===== src/hdl/stc_cfg.svh =====
// Register offsets, field positions and reset values of the transfer controller
`ifndef STC_CFG_SVH
`define STC_CFG_SVH

// ****************************************
// Register offsets
// ****************************************
`define STC_OFS_CTRL      8'h00
`define STC_OFS_DIV       8'h04
`define STC_OFS_RXDATA    8'h10
`define STC_OFS_TXDATA    8'h20
`define STC_OFS_CTRL2     8'h3c

// ****************************************
// Transfer control fields
// ****************************************
`define STC_B_TXFULL      27
`define STC_B_TXEMPTY     26
`define STC_B_FIFO        21
`define STC_B_SLAVE       18
`define STC_B_DONE        16
`define STC_F_SP_HI       15
`define STC_F_SP_LO       12
`define STC_B_CPOL        11
`define STC_B_LSB         10
`define STC_F_LEN_HI      7
`define STC_F_LEN_LO      3
`define STC_B_TXNEG       2
`define STC_B_RXNEG       1
`define STC_B_GO          0
`define STC_B_BYPASS      31
`define STC_F_DIV_HI      7
`define STC_F_DIV_LO      0

// ****************************************
// Reset values, full word length and FIFO depth
// ****************************************
`define STC_SP_RST        4'h3
`define STC_DIV_RST       8'h00
`define STC_LEN_FULL      6'h20
`define STC_TXF_DEPTH     3'h4

`endif


===== src/hdl/stc_pkg.sv =====
// Types shared by the transfer controller files
package stc_pkg;

   // ****************************************
   // Register port request
   // ****************************************
   typedef struct packed {
      logic [7:0]  addr;
      logic [31:0] wdata;
      logic        wr;
      logic        rd;
   } stc_bus_req_s;

   // ****************************************
   // Engine states
   // ****************************************
   typedef enum logic [1:0] {
      STC_IDLE  = 2'b00,
      STC_SHIFT = 2'b01,
      STC_GAP   = 2'b10
   } stc_state_e;

endpackage : stc_pkg


===== src/hdl/stc_clkdiv.sv =====
// Serial clock divider producing half-period ticks
`timescale 1ns/1ps
module stc_clkdiv (
   input  wire logic       i_clk,
   input  wire logic       i_rst_n,
   input  wire logic       i_en,
   input  wire logic [7:0] i_div,
   input  wire logic       i_bypass,
   output logic            o_tick
);
   typedef struct packed {
      logic [9:0] cnt;
      logic       tick;
   } stc_div_s;

   stc_div_s   s_q;
   stc_div_s   s_d;
   logic [9:0] per;
   logic [9:0] half;

   // ****************************************
   // Period in source clocks, never below two
   // ****************************************
   always_comb begin
      per = i_bypass ? {2'b00, i_div} + 10'd1 : {1'b0, i_div, 1'b0} + 10'd2; // [RL16] [RL17]
      if (per < 10'd2) begin
         per = 10'd2;
      end
      half = {1'b0, per[9:1]};
      s_d  = s_q;
      s_d.tick = 1'b0;
      if (!i_en) begin
         s_d.cnt = 10'd0;
      end else begin
         s_d.cnt  = (s_q.cnt == per - 10'd1) ? 10'd0 : s_q.cnt + 10'd1;
         s_d.tick = (s_q.cnt == half - 10'd1) || (s_q.cnt == per - 10'd1);
      end
   end

   always_ff @(posedge i_clk or negedge i_rst_n) begin
      if (!i_rst_n) begin
         s_q <= '0;
      end else begin
         s_q <= s_d;
      end
   end

   assign o_tick = s_q.tick;

   property p_div_spacing;
      @(posedge i_clk) disable iff (!i_rst_n)
      (i_en && !i_bypass && i_div == 8'h01 && $past(i_en) && o_tick) |=> !o_tick;
   endproperty
   a_div_spacing: assert property (p_div_spacing) // [RL16]
      else $error("divider tick spacing too short");

endmodule : stc_clkdiv


===== src/hdl/stc_core.sv =====
// Serial transfer controller: control fields, divider, go/busy and shift engine
`timescale 1ns/1ps
`include "stc_cfg.svh"

// Functional notes
// RL1: master gap is suspend value plus half
// RL2: gap spans last edge to next first
// RL3: suspend field resets to three
// RL4: idle serial clock level follows polarity
// RL5: bit order bit picks MSB or LSB
// RL6: length codes 8..31, zero means 32
// RL7: software never programs lengths below eight
// RL8: drive edge bit picks output change edge
// RL9: sample edge bit picks input latch edge
// RL10: FIFO mode makes go bit hardware-only
// RL11: go holds during transfer, clears at end
// RL12: writing go zero stops active transfer
// RL13: go one starts master, readies slave
// RL14: software configures fully before setting go
// RL15: slave go survives select release unclocked
// RL16: normal divide is twice divider plus one
// RL17: bypass divide is divider plus one; the code divides by two at divider zero
// RL18: divider sets master serial clock rate
// RL19: FIFO master go follows queued data
// RL20: role bit zero master, one slave
// RL21: word done flag set, write-one clears
// RL22: gap timed by divider ticks, clock idle
module stc_core (
   input  wire logic                  i_clk,
   input  wire logic                  i_rst_n,
   input  wire stc_pkg::stc_bus_req_s i_bus,
   output logic [31:0]                o_rdata,
   input  wire logic                  i_sclk,
   input  wire logic                  i_ss_n,
   input  wire logic                  i_sdi,
   output logic                       o_sclk,
   output logic                       o_sclk_oe,
   output logic                       o_sdo,
   output logic                       o_sdo_oe
);
   import stc_pkg::*;

   typedef struct packed {
      stc_state_e       st;
      logic [3:0]       sp;
      logic             cpol;
      logic             lsb;
      logic [4:0]       len;
      logic             txneg;
      logic             rxneg;
      logic             go;
      logic             fifo;
      logic             slave;
      logic             done;
      logic [7:0]       div;
      logic             bypass;
      logic [3:0][31:0] txf;
      logic [1:0]       wp;
      logic [1:0]       rp;
      logic [2:0]       cnt;
      logic [31:0]      shr;
      logic [31:0]      rx;
      logic [31:0]      rdata;
      logic [5:0]       ecnt;
      logic [5:0]       dk;
      logic [5:0]       rk;
      logic [4:0]       gap;
      logic             sclk;
      logic             sclk_oe;
      logic             sdo;
      logic             sdo_oe;
      logic             sclk_prev;
   } stc_core_s;

   stc_core_s  s_q;
   stc_core_s  s_d;
   logic       tick;
   logic [5:0] nb;
   logic [5:0] last;
   logic [6:0] last7;
   logic       edge_ok;
   logic       rise;
   logic       word_end;
   logic       do_load;
   logic       wr_ctrl;
   logic [4:0] ri;

   // ****************************************
   // Bit selection by order and length
   // ****************************************
   function automatic logic [4:0] bit_idx(input logic lsb, input logic [5:0] n,
                                          input logic [5:0] k);
      logic [5:0] t;
      t = lsb ? k : n - 6'd1 - k; // [RL5]
      return t[4:0];
   endfunction : bit_idx

   // ****************************************
   // Divider
   // ****************************************
   stc_clkdiv u_div (
      .i_clk    (i_clk),
      .i_rst_n  (i_rst_n),
      .i_en     (!s_q.slave && s_q.st != STC_IDLE), // [RL18]
      .i_div    (s_q.div),
      .i_bypass (s_q.bypass),
      .o_tick   (tick)
   );

   // ****************************************
   // Next state
   // ****************************************
   always_comb begin
      s_d      = s_q;
      do_load  = 1'b0;
      word_end = 1'b0;
      ri       = 5'd0;
      wr_ctrl  = i_bus.wr && i_bus.addr == `STC_OFS_CTRL;
      nb       = (s_q.len == 5'd0) ? `STC_LEN_FULL : {1'b0, s_q.len}; // [RL6]
      last7    = {nb, 1'b0} - 7'd1;
      last     = last7[5:0];
      s_d.sclk_prev = i_sclk;
      if (s_q.slave) begin // [RL20]
         edge_ok = s_q.st == STC_SHIFT && !i_ss_n && i_sclk != s_q.sclk_prev; // [RL15]
         rise    = i_sclk;
      end else begin
         edge_ok = s_q.st == STC_SHIFT && tick;
         rise    = ~s_q.sclk;
      end
      s_d.sclk_oe = !s_q.slave;
      s_d.sdo_oe  = !s_q.slave || (!i_ss_n && s_q.st != STC_IDLE);

      unique case (s_q.st)
         STC_IDLE: begin
            s_d.sclk = s_q.cpol; // [RL4]
            if (s_q.fifo && s_q.cnt != 3'd0) begin
               do_load = 1'b1; // [RL19]
            end
         end
         STC_SHIFT: begin
            if (edge_ok) begin
               s_d.ecnt = s_q.ecnt + 6'd1;
               if (!s_q.slave) begin
                  s_d.sclk = ~s_q.sclk;
               end
               if (rise != s_q.rxneg) begin // [RL9]
                  ri = bit_idx(s_q.lsb, nb, s_q.rk);
                  s_d.shr[ri] = i_sdi;
                  s_d.rk = s_q.rk + 6'd1;
               end
               if (rise != s_q.txneg && s_q.ecnt != 6'd0 && s_q.dk < nb - 6'd1) begin // [RL8]
                  s_d.dk  = s_q.dk + 6'd1;
                  s_d.sdo = s_q.txf[s_q.rp][bit_idx(s_q.lsb, nb, s_q.dk + 6'd1)];
               end
               if (s_q.ecnt == last) begin
                  word_end = 1'b1;
                  s_d.rx   = s_d.shr;
                  s_d.done = 1'b1; // [RL21]
                  if (s_q.fifo) begin
                     s_d.rp  = s_q.rp + 2'd1;
                     s_d.cnt = s_q.cnt - 3'd1;
                     if (s_d.cnt == 3'd0) begin
                        s_d.st = STC_IDLE;
                     end else if (s_q.slave || s_q.sp == 4'h0) begin
                        do_load = 1'b1; // [RL1]
                     end else begin
                        s_d.st  = STC_GAP; // [RL2]
                        s_d.gap = 5'd1;
                     end
                  end else begin
                     s_d.go = 1'b0; // [RL11]
                     s_d.st = STC_IDLE;
                  end
               end
            end
         end
         STC_GAP: begin
            s_d.sclk = s_q.cpol; // [RL22]
            if (tick) begin
               if (s_q.gap == {s_q.sp, 1'b0}) begin
                  do_load = 1'b1; // [RL1]
               end else begin
                  s_d.gap = s_q.gap + 5'd1; // [RL22]
               end
            end
         end
         default: begin
            s_d.st = STC_IDLE;
         end
      endcase

      // ****************************************
      // Register writes
      // ****************************************
      if (wr_ctrl) begin
         s_d.fifo  = i_bus.wdata[`STC_B_FIFO];
         s_d.slave = i_bus.wdata[`STC_B_SLAVE];
         s_d.sp    = i_bus.wdata[`STC_F_SP_HI:`STC_F_SP_LO];
         s_d.cpol  = i_bus.wdata[`STC_B_CPOL];
         s_d.lsb   = i_bus.wdata[`STC_B_LSB];
         s_d.len   = i_bus.wdata[`STC_F_LEN_HI:`STC_F_LEN_LO];
         s_d.txneg = i_bus.wdata[`STC_B_TXNEG];
         s_d.rxneg = i_bus.wdata[`STC_B_RXNEG];
         if (i_bus.wdata[`STC_B_DONE] && !word_end) begin
            s_d.done = 1'b0; // [RL21]
         end
         if (!s_q.fifo) begin // [RL10]
            if (i_bus.wdata[`STC_B_GO] && s_q.st == STC_IDLE) begin
               s_d.go  = 1'b1; // [RL13]
               do_load = 1'b1;
            end else if (!i_bus.wdata[`STC_B_GO] && s_q.st != STC_IDLE && !word_end) begin
               s_d.go   = 1'b0; // [RL12]
               s_d.st   = STC_IDLE;
               s_d.sclk = i_bus.wdata[`STC_B_CPOL];
               do_load  = 1'b0;
            end
         end
      end
      if (i_bus.wr && i_bus.addr == `STC_OFS_DIV) begin
         s_d.div = i_bus.wdata[`STC_F_DIV_HI:`STC_F_DIV_LO]; // [RL18]
      end
      if (i_bus.wr && i_bus.addr == `STC_OFS_CTRL2) begin
         s_d.bypass = i_bus.wdata[`STC_B_BYPASS]; // [RL17]
      end
      if (i_bus.wr && i_bus.addr == `STC_OFS_TXDATA) begin
         if (!s_q.fifo) begin
            s_d.txf[s_q.rp] = i_bus.wdata;
         end else if (s_d.cnt != `STC_TXF_DEPTH) begin
            s_d.txf[s_q.wp] = i_bus.wdata; // [RL19]
            s_d.wp  = s_q.wp + 2'd1;
            s_d.cnt = s_d.cnt + 3'd1;
         end
      end

      // ****************************************
      // Word load and hardware go
      // ****************************************
      if (do_load) begin
         s_d.st   = STC_SHIFT;
         s_d.ecnt = 6'd0;
         s_d.dk   = 6'd0;
         s_d.rk   = 6'd0;
         s_d.shr  = 32'h0;
         s_d.sdo  = s_d.txf[s_d.rp][bit_idx(s_d.lsb, nb, 6'd0)]; // [RL5]
      end
      if (s_d.fifo) begin
         s_d.go = s_d.st != STC_IDLE; // [RL10] [RL19]
      end

      // ****************************************
      // Read data, valid in the following cycle
      // ****************************************
      s_d.rdata = 32'h0;
      if (i_bus.rd) begin
         unique case (i_bus.addr)
            `STC_OFS_CTRL: begin
               s_d.rdata[`STC_B_TXFULL]  = s_q.cnt == `STC_TXF_DEPTH;
               s_d.rdata[`STC_B_TXEMPTY] = s_q.cnt == 3'd0;
               s_d.rdata[`STC_B_FIFO]    = s_q.fifo;
               s_d.rdata[`STC_B_SLAVE]   = s_q.slave;
               s_d.rdata[`STC_B_DONE]    = s_q.done;
               s_d.rdata[`STC_F_SP_HI:`STC_F_SP_LO]   = s_q.sp;
               s_d.rdata[`STC_B_CPOL]    = s_q.cpol;
               s_d.rdata[`STC_B_LSB]     = s_q.lsb;
               s_d.rdata[`STC_F_LEN_HI:`STC_F_LEN_LO] = s_q.len;
               s_d.rdata[`STC_B_TXNEG]   = s_q.txneg;
               s_d.rdata[`STC_B_RXNEG]   = s_q.rxneg;
               s_d.rdata[`STC_B_GO]      = s_q.go;
            end
            `STC_OFS_DIV: begin
               s_d.rdata[`STC_F_DIV_HI:`STC_F_DIV_LO] = s_q.div;
            end
            `STC_OFS_CTRL2: begin
               s_d.rdata[`STC_B_BYPASS] = s_q.bypass;
            end
            `STC_OFS_RXDATA: begin
               s_d.rdata = s_q.rx;
            end
            default: begin
               s_d.rdata = 32'h0;
            end
         endcase
      end
   end

   // ****************************************
   // State register
   // ****************************************
   always_ff @(posedge i_clk or negedge i_rst_n) begin
      if (!i_rst_n) begin
         s_q         <= '0;
         s_q.sp      <= `STC_SP_RST; // [RL3]
         s_q.div     <= `STC_DIV_RST;
         s_q.sclk_oe <= 1'b1;
         s_q.sdo_oe  <= 1'b1;
      end else begin
         s_q <= s_d;
      end
   end

   assign o_rdata   = s_q.rdata;
   assign o_sclk    = s_q.sclk;
   assign o_sclk_oe = s_q.sclk_oe;
   assign o_sdo     = s_q.sdo;
   assign o_sdo_oe  = s_q.sdo_oe;

   // ****************************************
   // Checks
   // ****************************************
   property p_idle_level;
      @(posedge i_clk) disable iff (!i_rst_n)
      (!s_q.slave && s_q.st == STC_IDLE && $past(s_q.st) == STC_IDLE
       && $stable(s_q.cpol)) |-> o_sclk == s_q.cpol;
   endproperty
   a_idle_level: assert property (p_idle_level) // [RL4]
      else $error("serial clock not at idle level");

   property p_gap_bound;
      @(posedge i_clk) disable iff (!i_rst_n)
      s_q.st == STC_GAP |-> s_q.gap >= 5'd1 && s_q.gap <= {s_q.sp, 1'b0};
   endproperty
   a_gap_bound: assert property (p_gap_bound) // [RL1]
      else $error("suspend counter out of range");

   property p_gap_clock;
      @(posedge i_clk) disable iff (!i_rst_n)
      (s_q.st == STC_GAP && $past(s_q.st) == STC_GAP) |-> o_sclk == s_q.cpol;
   endproperty
   a_gap_clock: assert property (p_gap_clock) // [RL22]
      else $error("serial clock moved during suspend gap");

   property p_fifo_go;
      @(posedge i_clk) disable iff (!i_rst_n)
      (s_q.fifo && s_q.st == STC_IDLE && s_q.cnt == 3'd0 && wr_ctrl
       && i_bus.wdata[`STC_B_FIFO] && i_bus.wdata[`STC_B_GO]) |=> !s_q.go;
   endproperty
   a_fifo_go: assert property (p_fifo_go) // [RL10]
      else $error("software set go in fifo mode");

   property p_stop;
      @(posedge i_clk) disable iff (!i_rst_n)
      (!s_q.fifo && s_q.st == STC_SHIFT && !word_end && wr_ctrl
       && !i_bus.wdata[`STC_B_GO]) |=> s_q.st == STC_IDLE && !s_q.go;
   endproperty
   a_stop: assert property (p_stop) // [RL12]
      else $error("go zero did not stop transfer");

   property p_start;
      @(posedge i_clk) disable iff (!i_rst_n)
      (!s_q.fifo && s_q.st == STC_IDLE && wr_ctrl && i_bus.wdata[`STC_B_GO])
      |=> s_q.st == STC_SHIFT && s_q.go && s_q.ecnt == 6'd0;
   endproperty
   a_start: assert property (p_start) // [RL13]
      else $error("go one did not start transfer");

   property p_done;
      @(posedge i_clk) disable iff (!i_rst_n)
      word_end |=> s_q.done && (s_q.fifo || (!s_q.go && s_q.st == STC_IDLE));
   endproperty
   a_done: assert property (p_done) // [RL21]
      else $error("word end did not set done");

   property p_word_edges;
      @(posedge i_clk) disable iff (!i_rst_n)
      word_end |-> {1'b0, s_q.ecnt} + 7'd1 == ((s_q.len == 5'd0) ? 7'h40 : {1'b0, s_q.len, 1'b0});
   endproperty
   a_word_edges: assert property (p_word_edges) // [RL6]
      else $error("word edge count wrong");

   property p_slave_hold;
      @(posedge i_clk) disable iff (!i_rst_n)
      (s_q.slave && !s_q.fifo && s_q.go && $rose(i_ss_n) && $stable(i_sclk)
       && !wr_ctrl) |=> s_q.go;
   endproperty
   a_slave_hold: assert property (p_slave_hold) // [RL15]
      else $error("slave go cleared on select release");

endmodule : stc_core


===== config.mk =====
export PLATFORM = sky130hd
export DESIGN_NAME = stc_core
export DESIGN_NICKNAME = d
export VERILOG_FILES = /design/src/hdl/stc_pkg.sv /design/src/hdl/stc_clkdiv.sv /design/src/hdl/stc_core.sv
export VERILOG_INCLUDE_DIRS = /design/src /design/src/hdl
export SDC_FILE = /design/constraint.sdc
export NUM_CORES = 1
export LEC_CHECK = 0
export ABC_AREA = 1
export ABC_CLOCK_PERIOD_IN_PS = 7320
export BUFFER_PORTS_ARGS = -buffer_cell sky130_fd_sc_hd__buf_2
export CAP_MARGIN = 40
export CELL_PAD_IN_SITES_DETAIL_PLACEMENT = 0
export CELL_PAD_IN_SITES_GLOBAL_PLACEMENT = 1
export CORE_ASPECT_RATIO = 1.25
export CORE_UTILIZATION = 34
export CTS_BUF_LIST = sky130_fd_sc_hd__clkbuf_4
export CTS_CLUSTER_DIAMETER = 50
export DETAILED_ROUTE_END_ITERATION = 8
export GPL_TIMING_DRIVEN = 0
export PLACE_DENSITY = 0.67
export SYNTH_ARGS = -nofsm -noshare
export SYNTH_HDL_FRONTEND = slang
export SYNTH_SLANG_ARGS = --single-unit

===== constraint.sdc =====
create_clock -name i_clk -period 7.32 [get_ports i_clk]
set_input_delay 1.83 -clock i_clk [delete_from_list [all_inputs] [get_ports i_clk]]
set_output_delay 1.83 -clock i_clk [all_outputs]
set_load 0.02 [all_outputs]

==> flow_summary.toml, run 1 <==
[synth]
async_flop_share = 1.00
syn-cell-area_um2 = 22900
synthFlopType = "dfrtp_1"
ys_warn_count = 0
syn-instance-count = 3570
synth_seq_cells = 297
syn-num-nets = 3656
synth_area_per_cell_um2 = 6.41
synth-edff-count = 0
synthDistinctLibCells = 58
ys_seq_area_frac = 0.325

[floorplan]
die_h_um = 292
pin_count = 83
die_x_um = 234
dieArea_um2 = 68300
row_count = 105
core_um2 = 66100
initial_utilization = 0.346

[setup_path]
cp_slowest_cell = "dfrtp_1"
path_class = "flop to flop"
cpPeakStageDelay_ns = 0.56
arrival_ns = 6.57
crit_path_max_fanout = 10
r2r_setup_slack_ns = 1.56
cpMostUsedCell = "nand3_1"
required_ns = 8.13
cp-start-kind = "flop"
endpoint_kind = "flop"

[power_and_ir_drop]
netSwitchingFraction = 0.395
p_total_mw = 5.08
p_int_mw = 3.07
clkPwrFrac = 0.346
ir_drop_mv = 0.100
power-per-cell-area_nw_per_um2 = 196
seqPwrFrac = 0.368
power.leakage_nw = 12.2
p_switching_mw = 2.00
pwr-share-comb = 0.285

[detailed_routing]
route.vias.total = 25800
drt_pass1_iterations = 9
wl_um = 112000
drc = 20
wl_per_cell_um = 24.0
drt_iter0_drc = 2345
postRouteAntennaNets = 0
viasPerCell = 5.51

[timing]
fin_crit_sh = 0.787
hold_ws_ns = 0.436
rsz0062_at_grt = "false"
clock.fmax_mhz = 174
hold_violations = 0
setup_tns_ns = 0
worst_pin_slew_ns = 1.00
max-slew-margin-rel = 0.326
setup_viol = 0
finalClockSkew_ns = 0.119
drv_slew = 0
min_period_ns = 5.76

[run]
cap_violations = 0

[clock_tree]
cts.sink_count = 297
cts_resized = 0
max-clock-path-buffers = 3
cts_tree = "done"
clk_root_buffer_cell = "clkbuf_4"
worstSkewPairLatency_ns = 0.98
postCtsSetupBuffers = 0
clk_pin_slew_ns = 0.07
cts_hold_repair.buffers = 0
h-tree-depth = 3
numCtsBuffers = 92

[grt]
antenna_found_initial = 2
gr-total-overflow = 0
grt_pass1_wl_um = 164000
grt_use_total = 0.330
grt_pass1_vias = 24700
grt_start_max_net_pins = 83

[finish]
area_growth_pct = 13.2
n_fill_cell = 7383
fin_cells = 4688
nets = 3850
drive_above_1_share = 0.0990
final_area_um2 = 25900

[placed_design]
gp_congestion = 1.01
dpl.cell_count = 4523
place_hpwl_um = 83100
portBuffers = 68
dpl_cell_area_um2 = 24700

[min_path]
hold_path_class = "flop to flop"

[outcome]
status = "finished with violations"
violations = "design-rule violations"
[placed cells by master (no fill, tap or decap), types with 93 or more instances in the layout]
cell type	Yosys	routed
dfrtp_1	293	293
nand2_1	801	801
a21oi_1	335	335
o21ai_0	463	463
nor2_1	321	321
nand3_1	330	330
clkbuf_4	0	143
clkbuf_1	164	164
buf_2	26	93
inv_1	360	360
[routing by layer]
metal / GRT usage / vias up / part of all wire
met5: 0 / - / 0
met2: 0.544 / 1195 / 0.47
li1: - / 12200 / -
met1: 0.386 / 12000 / 0.39
met4: 0.231 / 0 / 0.074
met3: 0.0537 / 396 / 0.069
[worst max-delay path: cells and delay by family (launching register included)]
kind	cells	cell delay, ns
and+or+nand+nor	19	2.83
buffers and inverters	4	0.94
adders and majority gates	2	0.81
DFF	1	0.56
xor gates and xnor gates	2	0.54
[metrics by stage]
step	setup slack [ns]	util
floorplan	2.90	-
global placement	-2.08	0.367
detailed placement	1.14	0.374
CTS	1.65	0.391
global route	1.41	0.392
finish	1.56	0.392
[registers in the layout, summed over array words and instances, names as in the netlist]
name          count
o_sdo_oe          1
o_rdata          32
s_q             250
u_div.o_tick      1
o_sclk_oe         1
o_sdo             1
o_sclk            1
u_div.s_q        10
[worst paths after layout]
path / from / endpoint / cells past startpoint
setup / recovery: s_q[274] / o_sdo / 27
hold / removal: s_q[88] / o_rdata[28] / 2
setup reg to reg: s_q[274] / o_sdo / 27
hold reg to reg: s_q[88] / o_rdata[28] / 2
max in group asynchronous: i_rst_n / s_q[222] / 3
min in group asynchronous: i_rst_n / s_q[166] / 1
[cell type report]
| cell class | count | area, um2 | area share |
|---|---|---|---|
| repair buffers | 100 | 782 | 0.0302 |
| multi-input cells | 2639 | 12900 | 0.497 |
| clock inverters | 17 | 87.6 | 0.00338 |
| plain buffers | 255 | 1150 | 0.0446 |
| well taps | 856 | 1070 | 0.0414 |
| inverters | 379 | 1430 | 0.0550 |
| diodes | 2 | 5.00 | 0.000193 |
| flip-flops and latches | 297 | 7440 | 0.287 |
| clock buffers | 143 | 1070 | 0.0415 |
[power by group through the flow]
| stage | combinational [mW] | clock [mW] | sequential (mW) |
|---|---|---|---|
| 2_1_floorplan | 0.875 | 0 | 1.87 |
| 3_3_place_gp | 1.38 | 0 | 1.90 |
| 3_5_place_dp | 1.41 | 0 | 1.90 |
| 4_1_cts | 1.42 | 1.79 | 1.87 |
| 5_1_grt | 1.59 | 1.89 | 1.88 |
| 6_report | 1.45 | 1.76 | 1.87 |
[cell families (layout without fill, tap and decap cells)]
family,Yosys count,after routing,share of synthesized area
simple gates,1619,1619,0.307
xor+xnor,53,53,0.0203
other cells,1,3,0.000164
flops,297,297,0.325
fa+ha+maj,39,39,0.0220
buf+inv,634,894,0.113
mux,2,2,0.000985
compound gates,925,925,0.212
[synthesized netlist by cell type, drive strengths merged (5+ instances only)]
library cell,count,share of area
a21boi,31,0.010
a21oi,335,0.073
buf,89,0.023
clkbuf,166,0.027
clkinv,7,0.0011
dfrtp,293,0.32
ha,37,0.020
inv,372,0.061
nand2,810,0.13
nand3,334,0.074
nand3b,55,0.018
nand4,44,0.012
nor2,341,0.059
nor3,21,0.0046
nor4,5,0.0020
o21ai,509,0.11
o221ai,7,0.0027
o22ai,19,0.0052
xnor2,13,0.0050
xor2,40,0.015
(Power assumes the default switching activity.)
==> run 2, diff against run 1 <==
ABC_CLOCK_PERIOD_IN_PS = 5740   (was 7320)
clock period = 5.74 ns   (was 7.32 ns; I/O delays follow)
==> run 2 against run 1 <==
Against the previous run: routed wire length about the same; critical path type unchanged; register-to-register slack got worse by 1.4 ns; count of clock-buffer cells in the layout unchanged; worst setup slack got worse by 1.4 ns; the run still ends with design-rule violations left; via count about the same; die area unchanged; power increased by 27%; clock skew increased by 0.014 ns; clock power increased by 27%; cell count about the same; largest power group unchanged; sequential power increased by 28%; critical path depth unchanged.
==> flow_summary.toml, run 2 (synthesis gave the netlist of run 1 again) <==
[finish]
largest_register_ffs = 250
ff_latch_area_um2 = 7440
multi_input_area_um2 = 12900
final_cell_mix = "nand2_1, o21ai_0, inv_1"
nets = 3853
layout_commonest_cell = "nand2_1"
drive_above_1_share = 0.0997
top_register = "s_q"
n_fill_cell = 7380
area_growth_pct = 13.3

[grt]
grt_pass1_vias = 24700
antenna_found_initial = 2
grt_pass1_wl_um = 164000
use_met2 = 0.544
grt_start_max_net_pins = 83
top_usage_layer = "met2"
grtUsageMet1 = 0.386
gr-total-overflow = 0
grt_util_met3 = 0.0537
grt_use_total = 0.330

[run]
cap_violations = 0

[detailed_routing]
route.vias.total = 25900
wl_per_cell_um = 24.0
wl_um = 112000
postRouteAntennaNets = 0
drc = 20
drt_pass1_iterations = 9
drt_iter0_drc = 2344
viasPerCell = 5.51

[clock_tree]
h-tree-depth = 3
cts_tree = "done"
cts_hold_repair.buffers = 0
numCtsBuffers = 92
worstSkewPairLatency_ns = 1.00
max-clock-path-buffers = 3
clk_root_buffer_cell = "clkbuf_4"
clk_pin_slew_ns = 0.07
cts.sink_count = 297

[timing]
fin_crit_sh = 0.966
hold_violations = 0
setup_viol = 0
finalClockSkew_ns = 0.133
min_period_ns = 5.55
clock.fmax_mhz = 180
max-slew-margin-rel = 0.342
drv_slew = 0
worst_pin_slew_ns = 0.987
setup_tns_ns = 0
hold_ws_ns = 0.443
rsz0062_at_grt = "false"

[floorplan]
core_um2 = 66100
pin_count = 83
die_h_um = 292
row_count = 105
initial_utilization = 0.346
die_x_um = 234
dieArea_um2 = 68300

[setup_path]
path_class = "flop to flop"
required_ns = 6.54
cp-start-kind = "flop"
crit_path_max_fanout = 10
endpoint_kind = "flop"
arrival_ns = 6.35

[power_and_ir_drop]
ir_drop_mv = 0.128
power-per-cell-area_nw_per_um2 = 250
power.leakage_nw = 12.2

[placed_design]
place_hpwl_um = 83100
portBuffers = 68
gp_congestion = 1.01

[outcome]
violations = "design-rule violations"
status = "finished with violations"

[min_path]
hold_path_class = "flop to flop"
==> run 2: cell types whose count changed in the layout (fill, tap and decap cells not counted), sizes merged <==
cell | previous run | this run
buf | 188 | 191
==> run 2: final cells by class <==
cell class	count	area share
buffer	255	0.0445
timing repair buffer	103	0.0310
sequential	297	0.287
inverter	379	0.0550
multi-input combinational	2639	0.496
clock inverter	17	0.00338
clock buffer	143	0.0414
tap	856	0.0413
antenna	2	0.000193
==> run 2: repair_timing <==
item,4_1_cts,5_1_grt
resized for setup,0,1
buffers inserted,0,3
setup endpoints to repair,0,1
==> run 2: per-stage QoR <==
stage	instances	utilization	total power, mW	area [um2]	worst slack, ns
after global placement	4494	0.367	4.18	24300	-3.27
after detailed placement	4523	0.374	4.22	24700	-0.0469
after global routing	4690	0.392	6.83	25900	0.0608
after CTS	4683	0.391	6.48	25800	0.0691
after floorplan	3570	-	3.50	22900	1.71
final	4691	0.392	6.47	25900	0.193
==> run 2: worst max-delay path, stage by stage, from the launching register on <==
cell and delay (ns):
dfrtp_1 0.55, inv_2 0.17, ha_1 0.52, xor2_1 0.17, nand2_1 0.08, nor2_2 0.14
nand3_2 0.20, nor2_4 0.26, nand2_2 0.20, xor2_1 0.35, inv_1 0.08, ha_1 0.27
nand3_4 0.25, buf_4 0.29, buf_2 0.41, nand3_1 0.13, nand3_1 0.13, nand2_1 0.05
nand3_1 0.18, nand3_1 0.11, nand3_1 0.16, nand3_1 0.12, nand3_1 0.10, nand3_1 0.08
nand3_1 0.10, nand2_1 0.14, nand2_1 0.12, nand2_1 0.06
==> run 2: power breakdown <==
part / switching, mW / internal [mW] / leakage (nW)
Clock: 1.12 / 1.12 / 0.697
Combinational: 1.31 / 0.539 / 7.85
Sequential: 0.130 / 2.25 / 3.62
==> run 2: final timing paths <==
path,from,to,slack [ns],cells past startpoint
max,s_q[274],o_sdo,0.19,27
min,s_q[88],o_rdata[28],0.44,2
max reg2reg,s_q[274],o_sdo,0.19,27
min reg2reg,s_q[88],o_rdata[28],0.44,2
max in group asynchronous,i_rst_n,s_q[222],3.90,3
min in group asynchronous,i_rst_n,s_q[166],0.45,1
==> run 2: metal layers <==
layer	share of wire	vias up
li1	-	12200
met1	0.38	12100
met2	0.47	1212
met3	0.070	376
met4	0.073	0
met5	0	-
